[config.mk]
export PLATFORM = sky130hd
export DESIGN_NAME = acg_top
export DESIGN_NICKNAME = d
export VERILOG_FILES = /design/src/acg_clock_gen.v /design/src/acg_lock_detect.v /design/src/acg_top.v
export VERILOG_INCLUDE_DIRS = /design/src /design/src/src
export SDC_FILE = /design/constraint.sdc
export NUM_CORES = 1
export LEC_CHECK = 0
export BUFFER_PORTS_ARGS = -buffer_cell sky130_fd_sc_hd__buf_2
export CAP_MARGIN = 5
export CORE_MARGIN = 10
export CORE_UTILIZATION = 55
export CTS_CLUSTER_SIZE = 16
export DETAILED_ROUTE_END_ITERATION = 6
export PLACE_DENSITY_LB_ADDON = 0.2
export SETUP_SLACK_MARGIN = 0.3
export SLEW_MARGIN = 20
export SYNTH_ARGS = -nofsm -noshare
export SYNTH_HDL_FRONTEND = slang
export SYNTH_SLANG_ARGS = --single-unit
export TNS_END_PERCENT = 50
[constraint.sdc]
create_clock -name mclk_in -period 2.2 [get_ports mclk_in]
set_input_delay 0.44 -clock mclk_in [delete_from_list [all_inputs] [get_ports mclk_in]]
set_output_delay 0.44 -clock mclk_in [all_outputs]
set_load 0.02 [all_outputs]
[src/acg_defs.vh]
// Constants for the audio clock generator power and lock block
`ifndef ACG_DEFS_VH
`define ACG_DEFS_VH

// ----------------------------------------------------------------
// Register map
// ----------------------------------------------------------------
`define ACG_ADDR_LOCK_STATUS   16'hF027
`define ACG_ADDR_POWER_GATING  16'hF050
`define ACG_LOCK_STATUS_RESET  16'h0000
`define ACG_POWER_GATING_RESET 16'h0000
`define ACG_LOCK_FLAG_BIT      0
`define ACG_GEN1_PWR_BIT       10
`define ACG_GEN2_PWR_BIT       11
`define ACG_GEN3_PWR_BIT       12

// ----------------------------------------------------------------
// Clock source select codes for pins and the processing core
// ----------------------------------------------------------------
`define ACG_SEL_NONE           2'h0
`define ACG_SEL_GEN1           2'h1
`define ACG_SEL_GEN2           2'h2
`define ACG_SEL_GEN3           2'h3

// ----------------------------------------------------------------
// Lock detector
// ----------------------------------------------------------------
`define ACG_LOCK_MATCHES       4'h4
`define ACG_PERIOD_MAX         16'hFFFF

// ----------------------------------------------------------------
// Generator dividers (system clock cycles per half bit clock, bits per frame)
// ----------------------------------------------------------------
`define ACG_GEN1_HALF_DIV      16'h0008
`define ACG_GEN2_HALF_DIV      16'h000C
`define ACG_GEN3_HALF_DIV      16'h0004
`define ACG_FRAME_BITS         8'h40

`endif

[src/acg_clock_gen.v]
// One audio clock generator: bit clock, frame clock and frame start pulse
`timescale 1ns/1ns
`default_nettype none
`include "acg_defs.vh"

module acg_clock_gen #(
    parameter [15:0] HALF_DIV   = 16'h0008,
    parameter [7:0]  FRAME_BITS = 8'h40
) (
    input  wire mclk_in,
    input  wire reset_n_in,
    input  wire enable_in,
    output reg  bit_clock_out,
    output reg  frame_clock_out,
    output reg  frame_start_out
);

    reg [15:0] div_cnt_r;
    reg [7:0]  bit_cnt_r;

    // Divider chain; powered off holds everything low so pins see a clean low
    always @(posedge mclk_in or negedge reset_n_in) begin
        if (!reset_n_in) begin
            div_cnt_r       <= 16'h0000;
            bit_cnt_r       <= 8'h00;
            bit_clock_out   <= 1'b0;
            frame_clock_out <= 1'b0;
            frame_start_out <= 1'b0;
        end else if (!enable_in) begin
            div_cnt_r       <= 16'h0000;
            bit_cnt_r       <= 8'h00;
            bit_clock_out   <= 1'b0;
            frame_clock_out <= 1'b0;
            frame_start_out <= 1'b0;
        end else begin
            frame_start_out <= 1'b0;
            if (div_cnt_r == HALF_DIV - 16'h0001) begin
                div_cnt_r     <= 16'h0000;
                bit_clock_out <= ~bit_clock_out;
                // Bit boundary on the falling edge of the bit clock
                if (bit_clock_out) begin
                    if (bit_cnt_r == FRAME_BITS - 8'h01) begin
                        bit_cnt_r       <= 8'h00;
                        frame_clock_out <= 1'b0;
                        frame_start_out <= 1'b1;
                    end else begin
                        bit_cnt_r <= bit_cnt_r + 8'h01;
                        if (bit_cnt_r == (FRAME_BITS >> 1) - 8'h01) begin
                            frame_clock_out <= 1'b1;
                        end
                    end
                end
            end else begin
                div_cnt_r <= div_cnt_r + 16'h0001;
            end
        end
    end

endmodule // acg_clock_gen
`default_nettype wire

[src/acg_lock_detect.v]
// Lock detector for the high precision generator's reference
`timescale 1ns/1ns
`default_nettype none
`include "acg_defs.vh"

module acg_lock_detect (
    input  wire mclk_in,
    input  wire reset_n_in,
    input  wire enable_in,
    input  wire ref_select_in,
    input  wire pll_ref_in,
    input  wire ext_ref_in,
    output reg  locked_out
);

    reg        ref_prev_r;
    reg        sel_prev_r;
    reg [15:0] period_cnt_r;
    reg [15:0] last_period_r;
    reg [3:0]  match_cnt_r;
    wire       ref_now;
    wire       ref_edge;

    // Same check for either source, only the tap changes
    assign ref_now  = ref_select_in ? ext_ref_in : pll_ref_in;
    assign ref_edge = ref_now & ~ref_prev_r;

    // Lock once several equal reference periods follow each other
    always @(posedge mclk_in or negedge reset_n_in) begin
        if (!reset_n_in) begin
            ref_prev_r    <= 1'b0;
            sel_prev_r    <= 1'b0;
            period_cnt_r  <= 16'h0000;
            last_period_r <= 16'h0000;
            match_cnt_r   <= 4'h0;
            locked_out    <= 1'b0;
        end else begin
            ref_prev_r <= ref_now;
            sel_prev_r <= ref_select_in;
            // Source swap restarts acquisition: old history is meaningless
            if (!enable_in || (ref_select_in != sel_prev_r)) begin
                period_cnt_r  <= 16'h0000;
                last_period_r <= 16'h0000;
                match_cnt_r   <= 4'h0;
                locked_out    <= 1'b0;
            end else if (ref_edge) begin
                period_cnt_r  <= 16'h0001;
                last_period_r <= period_cnt_r;
                if ((period_cnt_r == last_period_r) && (period_cnt_r != 16'h0000)) begin
                    if (match_cnt_r != `ACG_LOCK_MATCHES) begin
                        match_cnt_r <= match_cnt_r + 4'h1;
                    end else begin
                        locked_out <= 1'b1;
                    end
                end else begin
                    match_cnt_r <= 4'h0;
                    locked_out  <= 1'b0;
                end
            end else if (period_cnt_r == `ACG_PERIOD_MAX) begin
                // Reference lost
                match_cnt_r <= 4'h0;
                locked_out  <= 1'b0;
            end else begin
                period_cnt_r <= period_cnt_r + 16'h0001;
            end
        end
    end

endmodule // acg_lock_detect
`default_nettype wire

[src/acg_top.v]
// Audio clock generator power gating, lock status and clock routing
`timescale 1ns/1ns
`default_nettype none
`include "acg_defs.vh"

// Summary of operation
// Status register reports high precision generator lock
// Lock valid for PLL or external reference
// Reference choice comes from separate select bit
// Lock flag bit 0, read-only, resets 0
// Power register switches off unused generators
// Power register resets to all zeros
// Bit 12 low stops high precision generator
// Blocks on stopped generator three halt
// Bit 11 low stops second generator
// Pins from stopped generator two drive low
// Blocks on stopped generator two halt
// Bit 10 low stops generator one, pins low
// Reserved bits read zero, writes ignored
module acg_top (
    input  wire        mclk_in,
    input  wire        reset_n_in,
    input  wire [15:0] reg_addr_in,
    input  wire        reg_write_in,
    input  wire        reg_read_in,
    input  wire [15:0] reg_wdata_in,
    output reg  [15:0] reg_rdata_out,
    output reg         reg_ack_out,
    input  wire        hiprec_reference_select_in,
    input  wire        pll_ref_in,
    input  wire        ext_ref_in,
    input  wire [7:0]  frame_out_sel_in,
    input  wire [7:0]  bit_out_sel_in,
    input  wire [7:0]  frame_in_sel_in,
    input  wire [7:0]  bit_in_sel_in,
    input  wire [1:0]  core_clock_sel_in,
    output reg  [3:0]  frame_clock_output_pins_out,
    output reg  [3:0]  bit_clock_output_pins_out,
    output reg  [3:0]  frame_clock_input_pins_out,
    output reg  [3:0]  frame_clock_input_pins_oe_out,
    output reg  [3:0]  bit_clock_input_pins_out,
    output reg  [3:0]  bit_clock_input_pins_oe_out,
    output reg         core_run_out,
    output reg         core_frame_tick_out
);

    // ----------------------------------------------------------------
    // Helpers
    // ----------------------------------------------------------------

    // Route one of the three generator signals by a two-bit select
    function acg_pick;
        input [1:0] sel;
        input       g1;
        input       g2;
        input       g3;
        begin
            case (sel)
                `ACG_SEL_GEN1: acg_pick = g1;
                `ACG_SEL_GEN2: acg_pick = g2;
                `ACG_SEL_GEN3: acg_pick = g3;
                default:       acg_pick = 1'b0;
            endcase
        end
    endfunction

    // ----------------------------------------------------------------
    // Register state
    // ----------------------------------------------------------------

    reg        first_generator_power_on_r;
    reg        second_generator_power_on_r;
    reg        hiprec_generator_power_on_r;
    wire       hiprec_lock_flag;
    wire [15:0] block_power_gating_0;
    wire [15:0] hiprec_generator_lock_status;
    wire       sel_lock;
    wire       sel_power;

    assign sel_lock  = (reg_addr_in == `ACG_ADDR_LOCK_STATUS);
    assign sel_power = (reg_addr_in == `ACG_ADDR_POWER_GATING);

    // Read images: only implemented bits show, the rest read zero
    assign block_power_gating_0 = {3'h0, hiprec_generator_power_on_r, second_generator_power_on_r,
                                   first_generator_power_on_r, 10'h000};
    assign hiprec_generator_lock_status = {15'h0000, hiprec_lock_flag};

    // Power register write; reserved and unmodelled bits are dropped
    always @(posedge mclk_in or negedge reset_n_in) begin
        if (!reset_n_in) begin
            first_generator_power_on_r  <= 1'b0;
            second_generator_power_on_r <= 1'b0;
            hiprec_generator_power_on_r <= 1'b0;
        end else if (reg_write_in && sel_power) begin
            first_generator_power_on_r  <= reg_wdata_in[`ACG_GEN1_PWR_BIT];
            second_generator_power_on_r <= reg_wdata_in[`ACG_GEN2_PWR_BIT];
            hiprec_generator_power_on_r <= reg_wdata_in[`ACG_GEN3_PWR_BIT];
        end
    end

    // Answer every access one cycle later; writes to the lock register are ignored
    always @(posedge mclk_in or negedge reset_n_in) begin
        if (!reset_n_in) begin
            reg_rdata_out <= 16'h0000;
            reg_ack_out   <= 1'b0;
        end else begin
            reg_ack_out <= reg_read_in | reg_write_in;
            if (reg_read_in) begin
                if (sel_lock) begin
                    reg_rdata_out <= hiprec_generator_lock_status;
                end else if (sel_power) begin
                    reg_rdata_out <= block_power_gating_0;
                end else begin
                    reg_rdata_out <= 16'h0000;
                end
            end
        end
    end

    // ----------------------------------------------------------------
    // Generators
    // ----------------------------------------------------------------

    wire g1_bclk;
    wire g1_fclk;
    wire g1_tick;
    wire g2_bclk;
    wire g2_fclk;
    wire g2_tick;
    wire g3_bclk;
    wire g3_fclk;
    wire g3_tick;

    // Enables come straight from the power bits, so a cleared bit stops the divider
    acg_clock_gen #(
        .HALF_DIV   (`ACG_GEN1_HALF_DIV),
        .FRAME_BITS (`ACG_FRAME_BITS)
    ) u_gen1 (
        .mclk_in         (mclk_in),
        .reset_n_in      (reset_n_in),
        .enable_in       (first_generator_power_on_r),
        .bit_clock_out   (g1_bclk),
        .frame_clock_out (g1_fclk),
        .frame_start_out (g1_tick)
    );

    acg_clock_gen #(
        .HALF_DIV   (`ACG_GEN2_HALF_DIV),
        .FRAME_BITS (`ACG_FRAME_BITS)
    ) u_gen2 (
        .mclk_in         (mclk_in),
        .reset_n_in      (reset_n_in),
        .enable_in       (second_generator_power_on_r),
        .bit_clock_out   (g2_bclk),
        .frame_clock_out (g2_fclk),
        .frame_start_out (g2_tick)
    );

    acg_clock_gen #(
        .HALF_DIV   (`ACG_GEN3_HALF_DIV),
        .FRAME_BITS (`ACG_FRAME_BITS)
    ) u_gen3 (
        .mclk_in         (mclk_in),
        .reset_n_in      (reset_n_in),
        .enable_in       (hiprec_generator_power_on_r),
        .bit_clock_out   (g3_bclk),
        .frame_clock_out (g3_fclk),
        .frame_start_out (g3_tick)
    );

    // Lock tracking; a powered-down generator never reports lock
    acg_lock_detect u_lock (
        .mclk_in       (mclk_in),
        .reset_n_in    (reset_n_in),
        .enable_in     (hiprec_generator_power_on_r),
        .ref_select_in (hiprec_reference_select_in),
        .pll_ref_in    (pll_ref_in),
        .ext_ref_in    (ext_ref_in),
        .locked_out    (hiprec_lock_flag)
    );

    // ----------------------------------------------------------------
    // Pin and core routing
    // ----------------------------------------------------------------

    integer i;

    // Stopped generators already sit low, so routed pins fall low with them
    always @(posedge mclk_in or negedge reset_n_in) begin
        if (!reset_n_in) begin
            frame_clock_output_pins_out   <= 4'h0;
            bit_clock_output_pins_out     <= 4'h0;
            frame_clock_input_pins_out    <= 4'h0;
            frame_clock_input_pins_oe_out <= 4'h0;
            bit_clock_input_pins_out      <= 4'h0;
            bit_clock_input_pins_oe_out   <= 4'h0;
        end else begin
            for (i = 0; i < 4; i = i + 1) begin
                frame_clock_output_pins_out[i] <=
                    acg_pick(frame_out_sel_in[2*i +: 2], g1_fclk, g2_fclk, g3_fclk);
                bit_clock_output_pins_out[i] <=
                    acg_pick(bit_out_sel_in[2*i +: 2], g1_bclk, g2_bclk, g3_bclk);
                frame_clock_input_pins_out[i] <=
                    acg_pick(frame_in_sel_in[2*i +: 2], g1_fclk, g2_fclk, g3_fclk);
                bit_clock_input_pins_out[i] <=
                    acg_pick(bit_in_sel_in[2*i +: 2], g1_bclk, g2_bclk, g3_bclk);
                // Input pins drive only when a generator is assigned to them
                frame_clock_input_pins_oe_out[i] <= (frame_in_sel_in[2*i +: 2] != `ACG_SEL_NONE);
                bit_clock_input_pins_oe_out[i]   <= (bit_in_sel_in[2*i +: 2] != `ACG_SEL_NONE);
            end
        end
    end

    // Core run enable and per-frame tick follow the generator it is clocked from
    always @(posedge mclk_in or negedge reset_n_in) begin
        if (!reset_n_in) begin
            core_run_out        <= 1'b0;
            core_frame_tick_out <= 1'b0;
        end else begin
            core_run_out <= acg_pick(core_clock_sel_in, first_generator_power_on_r,
                                     second_generator_power_on_r, hiprec_generator_power_on_r);
            core_frame_tick_out <= acg_pick(core_clock_sel_in, g1_tick, g2_tick, g3_tick);
        end
    end

endmodule // acg_top
`default_nettype wire

Word level (Yosys, flattened, before mapping)
Index checks and enable logic that the tools add are counted.
{ "totals": {"regBits": 166, "input_bits": 73, "output_inout_bits": 43, "wordCells": 236} }
{ "op_classes": {"add_sub_neg": 8, "eq_ne": 78, "mux": 87, "n_bitwise": 6, "reduce_logical": 23} }
{ "op_table": {"columns": ["operator", "count"], "rows": [
  ["16-bit two-way mux", 11],
  ["8-bit two-way mux", 12],
  ["2-bit == test (second input constant)", 34],
  ["16-bit by 1-bit adder with 16-bit output (second input constant)", 4],
  ["1-bit case mux with 3 select lines", 18],
  ["16-bit == test (second input constant)", 3],
  ["1-bit two-way mux", 39],
  ["2-bit by 1-bit == test with 1-bit output (second input constant)", 17],
  ["13-bit two-way mux", 2],
  ["8-bit by 1-bit adder with 8-bit output (second input constant)", 3],
  ["8-bit by 5-bit == test with 1-bit output (second input constant)", 3],
  ["8-bit by 6-bit == test with 1-bit output (second input constant)", 3],
  ["4-bit two-way mux", 5],
  ["2-bit nonzero test", 9],
  ["16-bit == test", 1],
  ["16-bit by 2-bit == test with 1-bit output (second input constant)", 1],
  ["16-bit by 3-bit == test with 1-bit output (second input constant)", 1],
  ["16-bit by 4-bit == test with 1-bit output (second input constant)", 1],
  ["16-bit nonzero test", 1],
  ["2-bit by 1-bit != test with 1-bit output (second input constant)", 6],
  ["3-bit by 1-bit != test with 1-bit output (second input constant)", 4],
  ["2-bit AND reduction", 5],
  ["3-bit AND reduction", 3],
  ["4-bit != test (second input constant)", 2],
  ["10 further kinds", 14]
]} }

Logic depth before layout (Yosys ltp)
Gate-level depths: netlist (run 1).
{ "depth": {"ltp_word": 6, "mapped_depth": 9} }

Hierarchy
Synthesis (run 1) repeated with hierarchy kept, for this count alone.
{ "unflattened": {"cells_unflattened": 821, "hier_area_um2": 8149.1} }
{ "by_module_without_submodules": {"columns": ["module", "n_inst", "cells_each", "area_each_um2", "seq_area_each_um2"], "rows": [
  ["acg_lock_detect", 1, 241, 2260.9, 975.9],
  ["acg_top", 1, 149, 1609.0, 850.8],
  ["acg_clock_gen at u_gen3", 1, 144, 1467.7, 675.6],
  ["acg_clock_gen at u_gen1", 1, 145, 1432.6, 675.6],
  ["acg_clock_gen at u_gen2", 1, 142, 1378.8, 675.6]
]} }

Least setup slack after synthesis (run 1)
No wires, ideal clock.
{ "synth_path": {"kind": "reg2reg", "startpoint": "reg u_gen2.div_cnt_r[0]", "endpoint": "reg u_gen2.div_cnt_r[10]", "setup_ps": 121, "t_arrival_ps": 1865, "required_ps": 2079, "path_slack_ps": 214, "path_stages_with_launch": 10, "path_buffers": 4, "path_cell_list": "dfrtp_1 > ha_1 > clkbuf_1 > nor4b_1 > and4_1 > buf_2 > nand2b_1 > clkbuf_1 > buf_2 > nor2_1"} }
{ "synth_via": {"elab_chain_cells": 3, "elab_cells_between_ends": 4, "classes_between": "add/sub (1); eq/ne (1); mux (2)"} }
{ "synth_lines": {"columns": ["item", "line", "rtl"], "rows": [
  ["start, declared", "acg_clock_gen.v:18", "reg [15:0] div_cnt_r;"],
  ["start signal, assigned", "acg_clock_gen.v:54", "div_cnt_r <= div_cnt_r + 16'h0001;"],
  ["16-bit by 1-bit adder with 16-bit output / 16-bit by 4-bit == test with 1-bit output (equally long branches)", "acg_clock_gen.v:54, acg_clock_gen.v:37", null],
  ["16-bit two-way mux (*)", "acg_clock_gen.v:37", "if (div_cnt_r == HALF_DIV - 16'h0001) begin"],
  ["16-bit two-way mux (*)", "acg_clock_gen.v:29", "end else if (!enable_in) begin"]
]} }
Every way passes the cells marked *; elsewhere a longest branch is shown, timed or not.
A chain may end at the register's enable or synchronous reset.

Final worst setup path (run 1)
{ "layout_path": {"startpoint": "reg u_gen1.div_cnt_r[10]", "endpoint": "reg u_gen1.bit_cnt_r[6]"} }
{ "layout_via": {"elab_chain_cells": 3} }
{ "layout_lines": {"columns": ["item", "line", "rtl"], "rows": [
  ["start, declared", "acg_clock_gen.v:18", null],
  ["start signal, assigned", "acg_clock_gen.v:54", null],
  ["16-bit by 3-bit == test with 1-bit output", "acg_clock_gen.v:37", null],
  ["2-bit by 1-bit != test with 1-bit output (no line)", null, null],
  ["2-bit AND reduction (no line)", null, null],
  ["end signal, assigned", "acg_clock_gen.v:47", "bit_cnt_r <= bit_cnt_r + 8'h01;"],
  ["end, declared", "acg_clock_gen.v:19", "reg [7:0] bit_cnt_r;"]
]} }
Every way passes these cells.

==> key figures, run 1 <==
Outcome
  – Status: finished clean

Timing
  – Slew Limit Fails: 0
  – Unrepaired setup endpoints after global routing: true
  – # setup viols final: 0
  – Final worst path period share: between 80% and 90%
  – Final Hold Vio Count: 0
  – Setup TNS after final layout: 0 ns
  – Tmin final: 1.94 ns
  – Worst Tran Pin Value: ~0.66 ns
  – Post-Route Skew: approximately 0.0066 ns
  – F_max: approximately 520 MHz
  – Relative slew margins: 55.7%

Clocking
  – CTS Buf Count: 17
  – Clock Sinks: around 150
  – CTS root buf: clkbuf_16
  – H-tree levels: 4
  – Max clock buf depth: 2
  – Clk Latency, worst-skew pair: about 0.43 ns
  – Clock-pin slew of the registers on the worst-case setup and hold paths: 0.06 ns
  – CTS tree: built

Yosys
  – Avg Cell Area, Syn: between 9 and 10 um2
  – Mapped cell area: roughly 7700 um2
  – Synth top cells by count: dfrtp_1, nand2_1, nor2_1, nand3_1, xor2_1
  – Yosys reg bits: approximately 150
  – Sequential area share after synthesis: about half
  – Cell with the most instances after synthesis: dfrtp_1
  – Synth area leader: dfrtp_1
  – Ys flop type: dfrtp_1
  – Post-synthesis cell type count: 57
  – Ys async rst share: 100%
  – Synth Instances: between 700 and 800
  – Area contributors post-synth: dfrtp_1, xor2_1, nand2_1
  – Top cell type's share of synthesized area: between 50% and 60%
  – Yosys Warn Count: 0
  – EDFF count, synth: 0

GRT
  – Largest net degree at the start of global routing: between 60 and 70
  – Met1 Resource Use GR: between 20 and 25%
  – First-pass GRT wire length: between 20000 and 30000 um
  – Gr usage total: between 10% and 20%
  – Final global-route overflow total: 0
  – Vias in the first global route: approximately 6200
  – Met2 Track Usage GR: between 20% and 30%
  – Met3 GRT Util: under 10%
  – Initial antenna violation count: 0
  – Top Usage Layer GRT: met2

Critical path
  – Crit path DAT: approximately 2.3 ns
  – Register-to-register setup slack: roughly 0.26 ns
  – Crit path kind: reg -> reg
  – Worst r2r path cells: 5
  – Crit Reg-Reg Startpoint: u_gen1.div_cnt_r[10]$_DFF_PN0_
  – Delay-heaviest family, CP: simple AND/OR/NAND/NOR gates
  – RR Endpoint: u_gen1.bit_cnt_r[6]$_DFFE_PN0P_
  – Worst EP required: about 2.6 ns
  – Bufs and invs on worst path: 0
  – CP Launch Type: flip-flop
  – Crit. End Element: flip-flop
  – Worst path slowest cell: or4_4
  – Worst path cell trace: or4_4 > nor4_4 > nand4_1 > or4_1 > a21oi_1
  – CP max stage delay: 0.55 ns
  – Crit-path max FO: 2

Power
  – Pleak: approximately 4.2 nW
  – Peak supply drop: 0.000482 V
  – Power Dens Cells: between 600 and 700 nW/um2

Layout
  – ANT cells: 0
  – Ratio of cells with drive above 1 in the final layout: between 20% and 30%
  – Final non-filler cell total: 1098
  – Area occupied by multi-input gates: between 3000 and 4000 um2
  – FF+latch area: 3870 um2
  – Layout fillers: a little over 1000
  – Layout area overhead: 22.7%
  – Non-Filler Cell Area, Final: around 9400 um2
  – NumNets Final: 989

Place
  – PortBufs: 90
  – Cell Area, Placed: approximately 8400 um2
  – Detailed Place HPWL: about 12000 um
  – Placer Congestion: 0.879
  – Post-Place Cells: 1042

Die
  – Die ar.: 19000 um2
  – Die Span X: roughly 140 um
  – Initial core utilization: a little under three fifths
  – Num rows: 43
  – Die height: 138 um
  – I/O Pins: ~120
  – Core box area: 13800 um2

Hold path
  – Worst hold start: hiprec_reference_select_in
  – Worst Hold End: u_lock.sel_prev_r$_DFF_PN0_
  – WHS Path Cells: 1
  – Worst hold path type: in -> reg

Routing
  – TritonRoute pass-1 iters: 5
  – Vias/cell: between 5 and 6
  – Initial DRC count: 416
  – Drt drc: 0
  – Vias post-DR: 6234
  – Post-DR wirelength/cell: around 16 um
  – Final ANT Viol Nets: 0
  – WL final: between 15000 and 20000 um

Job
  – Max Cap Viol: 0
-- metal layers --
layer	share of wire [%]	wire length (um)
met5	0	0
met4	1.3	236
met3	3.8	690
met2	51	9100
met1	44	7900
-- sequential cells by signal, summed over array words and instances, names as in the netlist, 8 cells and up --
register and flops:
u_gen1.div_cnt_r 16, u_gen2.div_cnt_r 16, u_gen3.div_cnt_r 16, u_lock.last_period_r 16, u_lock.period_cnt_r 16, u_gen1.bit_cnt_r 8, u_gen2.bit_cnt_r 8, u_gen3.bit_cnt_r 8
-- repair_timing --
item | 4_1_cts | 5_1_grt
buffers inserted | 10 | 14
hold buffers | 1 | 0
hold endpoints to repair | 38 | 0
setup endpoints to repair | 15 | 67
pin swaps | 4 | 11
gates resized for setup | 15 | 44
gates cloned | 0 | 0
-- logic make-up (layout without fill, tap and decap cells) --
logic type | Yosys count | count (layout) | synth area share (%)
other | 1 | 12 | 0.0490
flip-flops | 154 | 154 | 50.3
multiplexers | 25 | 25 | 3.61
buffers and inverters | 73 | 194 | 4.23
adder cells (fa/ha/maj) | 10 | 10 | 1.63
AO/OA/AOI/OAI | 110 | 110 | 9.43
AND/OR/NAND/NOR | 342 | 342 | 22.6
XOR/XNOR | 71 | 71 | 8.12
-- power breakdown --
part / leakage [nW] / internal [mW] / switching [mW]
clock network: 0.302 / 1.92 / 1.10
logic: 1.80 / 0.0705 / 0.128
registers: 2.10 / 2.84 / 0.00425
total: 4.20 / 4.84 / 1.23
-- layout make-up --
cell class / instances / area share (%)
clock buffers: 24 / 5.34
clock inverters: 7 / 1.20
inverters: 24 / 0.985
multi-input cells: 570 / 39.7
flip-flops and latches: 154 / 41.1
well taps: 180 / 2.40
repair buffers: 139 / 9.22
-- metrics by stage --
stage	worst slack, ns	utilization [%]	total power [mW]	hold slack [ns]
after detailed placement	0.0455	60.7	3.10	0.375
after global placement	0.0913	60.7	3.09	0.374
after CTS	0.248	66.2	6.11	0.176
final	0.260	68.3	6.07	0.190
after global routing	0.209	68.3	6.27	0.186
after floorplan	0.277	-	2.97	0.144
-- layout by cell type, fill, tap and decap left out, types with 18 or more instances in the layout --
master and n:
nor2_1 69, nor4_1 18, a22o_1 19, mux2_2 18
dfrtp_1 143, buf_2 89, inv_1 21, nand2_1 84
xor2_1 43, buf_4 42, a21oi_1 19, nand3_1 44
o21ai_0 33, nand4_1 20, xnor2_1 28
-- worst max-delay path by stage --
stage / startpoint / endpoint / slack (ns) / cells past startpoint
2_1_floorplan: reg_addr_in[3] / first_generator_power_on_r$_DFFE_PN0P_ / 0.28 / 5
3_3_place_gp: reg_addr_in[3] / second_generator_power_on_r$_DFFE_PN0P_ / 0.09 / 6
3_5_place_dp: reg_addr_in[3] / hiprec_generator_power_on_r$_DFFE_PN0P_ / 0.05 / 6
4_1_cts: u_lock.period_cnt_r[3]$_DFFE_PN0P_ / u_lock.match_cnt_r[1]$_DFFE_PN0P_ / 0.25 / 5
5_1_grt: u_gen1.div_cnt_r[10]$_DFF_PN0_ / u_gen1.bit_cnt_r[6]$_DFFE_PN0P_ / 0.21 / 5
6_report: u_gen1.div_cnt_r[10]$_DFF_PN0_ / u_gen1.bit_cnt_r[6]$_DFFE_PN0P_ / 0.26 / 5
Note: power is estimated with default switching activity, not from simulation.
==> run 2, diff against run 1 <==
--- a/config.mk
+++ b/config.mk
@@ -6,7 +6,7 @@
 export SDC_FILE = /design/constraint.sdc
 export NUM_CORES = 1
 export LEC_CHECK = 0
-export BUFFER_PORTS_ARGS = -buffer_cell sky130_fd_sc_hd__buf_2
+export BUFFER_PORTS_ARGS = -buffer_cell sky130_fd_sc_hd__buf_4
 export CAP_MARGIN = 5
 export CORE_MARGIN = 10
 export CORE_UTILIZATION = 55
==> run 2 against run 1 <==
Compared with the run above: first-iteration DRC count up 0.24%; sequential power is essentially flat; sequential cell count did not move; global-route usage rose by 0.31 points; setup slack worse by 0.051 ns; largest cell class unchanged; highest routed layer unchanged.
==> key figures, run 2 (same netlist as run 1, synthesis figures left out) <==
Outcome
  – Status: finished clean

Clocking
  – Clock Sinks: 154 (unchanged)
  – Clock-pin slew of the registers on the worst-case setup and hold paths: 0.06 ns (about the same)
  – CTS tree: built
  – H-tree levels: 4 (unchanged)
  – Max clock buf depth: 2 (unchanged)
  – Clk Latency, worst-skew pair: 0.43 ns (about the same)
  – CTS Buf Count: 17 (unchanged)
  – CTS root buf: clkbuf_16

Critical path
  – Crit. End Element: flip-flop
  – Register-to-register setup slack: 0.21 ns (-0.05 ns)
  – Crit path kind: reg -> reg
  – Crit Reg-Reg Startpoint: u_gen1.div_cnt_r[10]$_DFF_PN0_
  – RR Endpoint: u_gen1.bit_cnt_r[6]$_DFFE_PN0P_
  – Crit path DAT: 2.34 ns (+0.05 ns)
  – CP Launch Type: flip-flop
  – Worst Setup SP: u_gen1.div_cnt_r[10]$_DFF_PN0_
  – Worst r2r path cells: 5 (unchanged)
  – Worst EP required: 2.55 ns (about the same)
  – Crit-path max FO: 2 (unchanged)

Layout
  – Layout fillers: 1041 (+0.77%)
  – NumNets Final: 987 (-0.20%)
  – Layout area overhead: 26.4%
  – Non-Filler Cell Area, Final: 9680 um2 (+3.0%)
  – Ratio of cells with drive above 1 in the final layout: 27.4% (+1.1 points)
  – ANT cells: 0 (unchanged)
  – Commonest non-fill, non-tap cell in the layout: dfrtp_1
  – Most frequent cells in the layout: dfrtp_1, buf_4, nand2_1

GRT
  – Gr usage total: 18.2% (+0.31 points)
  – Final global-route overflow total: 0 (unchanged)
  – Met1 Resource Use GR: 21.9% (-0.36 points)
  – Largest net degree at the start of global routing: 80 (+31%)
  – Top Usage Layer GRT: met2
  – Initial antenna violation count: 0 (unchanged)
  – Vias in the first global route: 6233 (+1.2%)
  – Met3 GRT Util: 4.32% (+0.55 points)
  – First-pass GRT wire length: 29500 um (+0.71%)
  – Met2 Track Usage GR: 31.1% (+1.2 points)

Timing
  – Post-Route Skew: 0.00704 ns (+0.000398 ns)
  – Tmin final: 1.99 ns (+0.0513 ns)
  – Final Hold Vio Count: 0 (unchanged)
  – F_max: 502 MHz (-2.6%)
  – Worst Tran Pin Value: 0.601 ns (-0.0629 ns)
  – Setup TNS after final layout: 0 ns (unchanged)
  – Final worst path period share: 90.5% (+2.3 points)
  – Relative slew margins: 59.9% (+4.2 points)
  – WHS: 0.164 ns (-0.0255 ns)
  – Slew Limit Fails: 0 (unchanged)
  – # setup viols final: 0 (unchanged)
  – Unrepaired setup endpoints after global routing: true
  – Final WS setup: 0.209 ns (-0.0513 ns)

Place
  – Cell Area, Placed: 8620 um2 (+3.0%)
  – PortBufs: 90 (unchanged)
  – Detailed Place HPWL: 11900 um (+0.12%)
  – Setup WS pre-CTS: 0.0678 ns (+0.0223 ns)
  – Placer Congestion: 0.882 (+0.32%)

Routing
  – Final ANT Viol Nets: 0 (unchanged)
  – Drt drc: 0 (unchanged)
  – Post-DR wirelength/cell: 16.2 um (-0.68%)
  – WL final: 17800 um (-0.86%)
  – Initial DRC count: 417 (+0.24%)
  – Vias/cell: 5.65 (-0.43%)
  – TritonRoute pass-1 iters: 5 (unchanged)
  – Vias post-DR: 6196 (-0.61%)

Die
  – I/O Pins: 116 (unchanged)
  – Core box area: 13800 um2 (unchanged)
  – Die height: 138 um (unchanged)
  – Num rows: 43 (unchanged)
  – Die ar.: 19000 um2 (unchanged)
  – Die Span X: 138 um (unchanged)
  – Initial core utilization: 55.6% (unchanged)

Hold path
  – Worst hold start: hiprec_reference_select_in
  – WHS Path Cells: 1 (unchanged)
  – Worst Hold End: u_lock.sel_prev_r$_DFF_PN0_
  – Worst hold path type: in -> reg

Power
  – Power Dens Cells: 637 nW/um2 (-1.3%)
  – Pleak: 4.28 nW (+1.9%)
  – Peak supply drop: 0.000606 V (+26%)

Job
  – Max Cap Viol: 0 (unchanged)
## run 2: area by class of cell
| cell class | instances | area [um2] | share of cell area (%) |
|---|---|---|---|
| Sequential cell | 154 | 3870 | 39.9 |
| Multi-Input combinational cell | 570 | 3810 | 39.3 |
| Timing Repair Buffer | 137 | 1060 | 11.0 |
| Clock buffer | 20 | 457 | 4.72 |
| Tap cell | 180 | 225 | 2.33 |
| Clock inverter | 11 | 170 | 1.76 |
| Inverter | 24 | 90.1 | 0.931 |
## run 2: repair_timing
action	in CTS	in global routing
hold endpoints to repair	30	0
hold buffers	1	0
gates cloned	0	0
pin swaps	4	19
buffers inserted	9	9
endpoints found under the setup margin	35	46
gates resized for setup	19	50
## run 2: worst max-delay path by stage
stage	slack, ns	end	cells past startpoint
after floorplan	0.28	first_generator_power_on_r$_DFFE_PN0P_	5
after global placement	0.08	hiprec_generator_power_on_r$_DFFE_PN0P_	6
after detailed placement	0.07	first_generator_power_on_r$_DFFE_PN0P_	6
after CTS	0.22	u_gen3.bit_cnt_r[5]$_DFFE_PN0P_	6
after global routing	0.12	u_lock.match_cnt_r[2]$_DFFE_PN0P_	6
final	0.21	u_gen1.bit_cnt_r[6]$_DFFE_PN0P_	5
## run 2: layer usage
metal  part of all wire, %  wire, um
met3                   4.2       741
met2                    52      9170
met1                    43      7600
met4                   1.5       263
met5                     0         0
## run 2: worst max-delay path, cell delays in order (launching register included)
cell and delay, ns:
dfrtp_1 0.39, or4_4 0.55, nor4_4 0.13, nand4_1 0.18
or4_1 0.52, a21oi_1 0.15
## run 2: power breakdown
part	total (mW)	switching [mW]	internal [mW]
Clock	3.09	1.14	1.95
Combinational	0.232	0.128	0.104
Sequential	2.85	0.00456	2.84
Total	6.17	1.27	4.90
## run 2: stage by stage
stage	power (mW)	utilization, %	cells
6_report	6.17	70.3	1096
5_1_grt	6.38	70.3	1096
4_1_cts	6.22	68.1	1087
3_5_place_dp	3.13	62.6	1046
3_3_place_gp	3.13	62.6	1046
2_1_floorplan	2.97	-	797
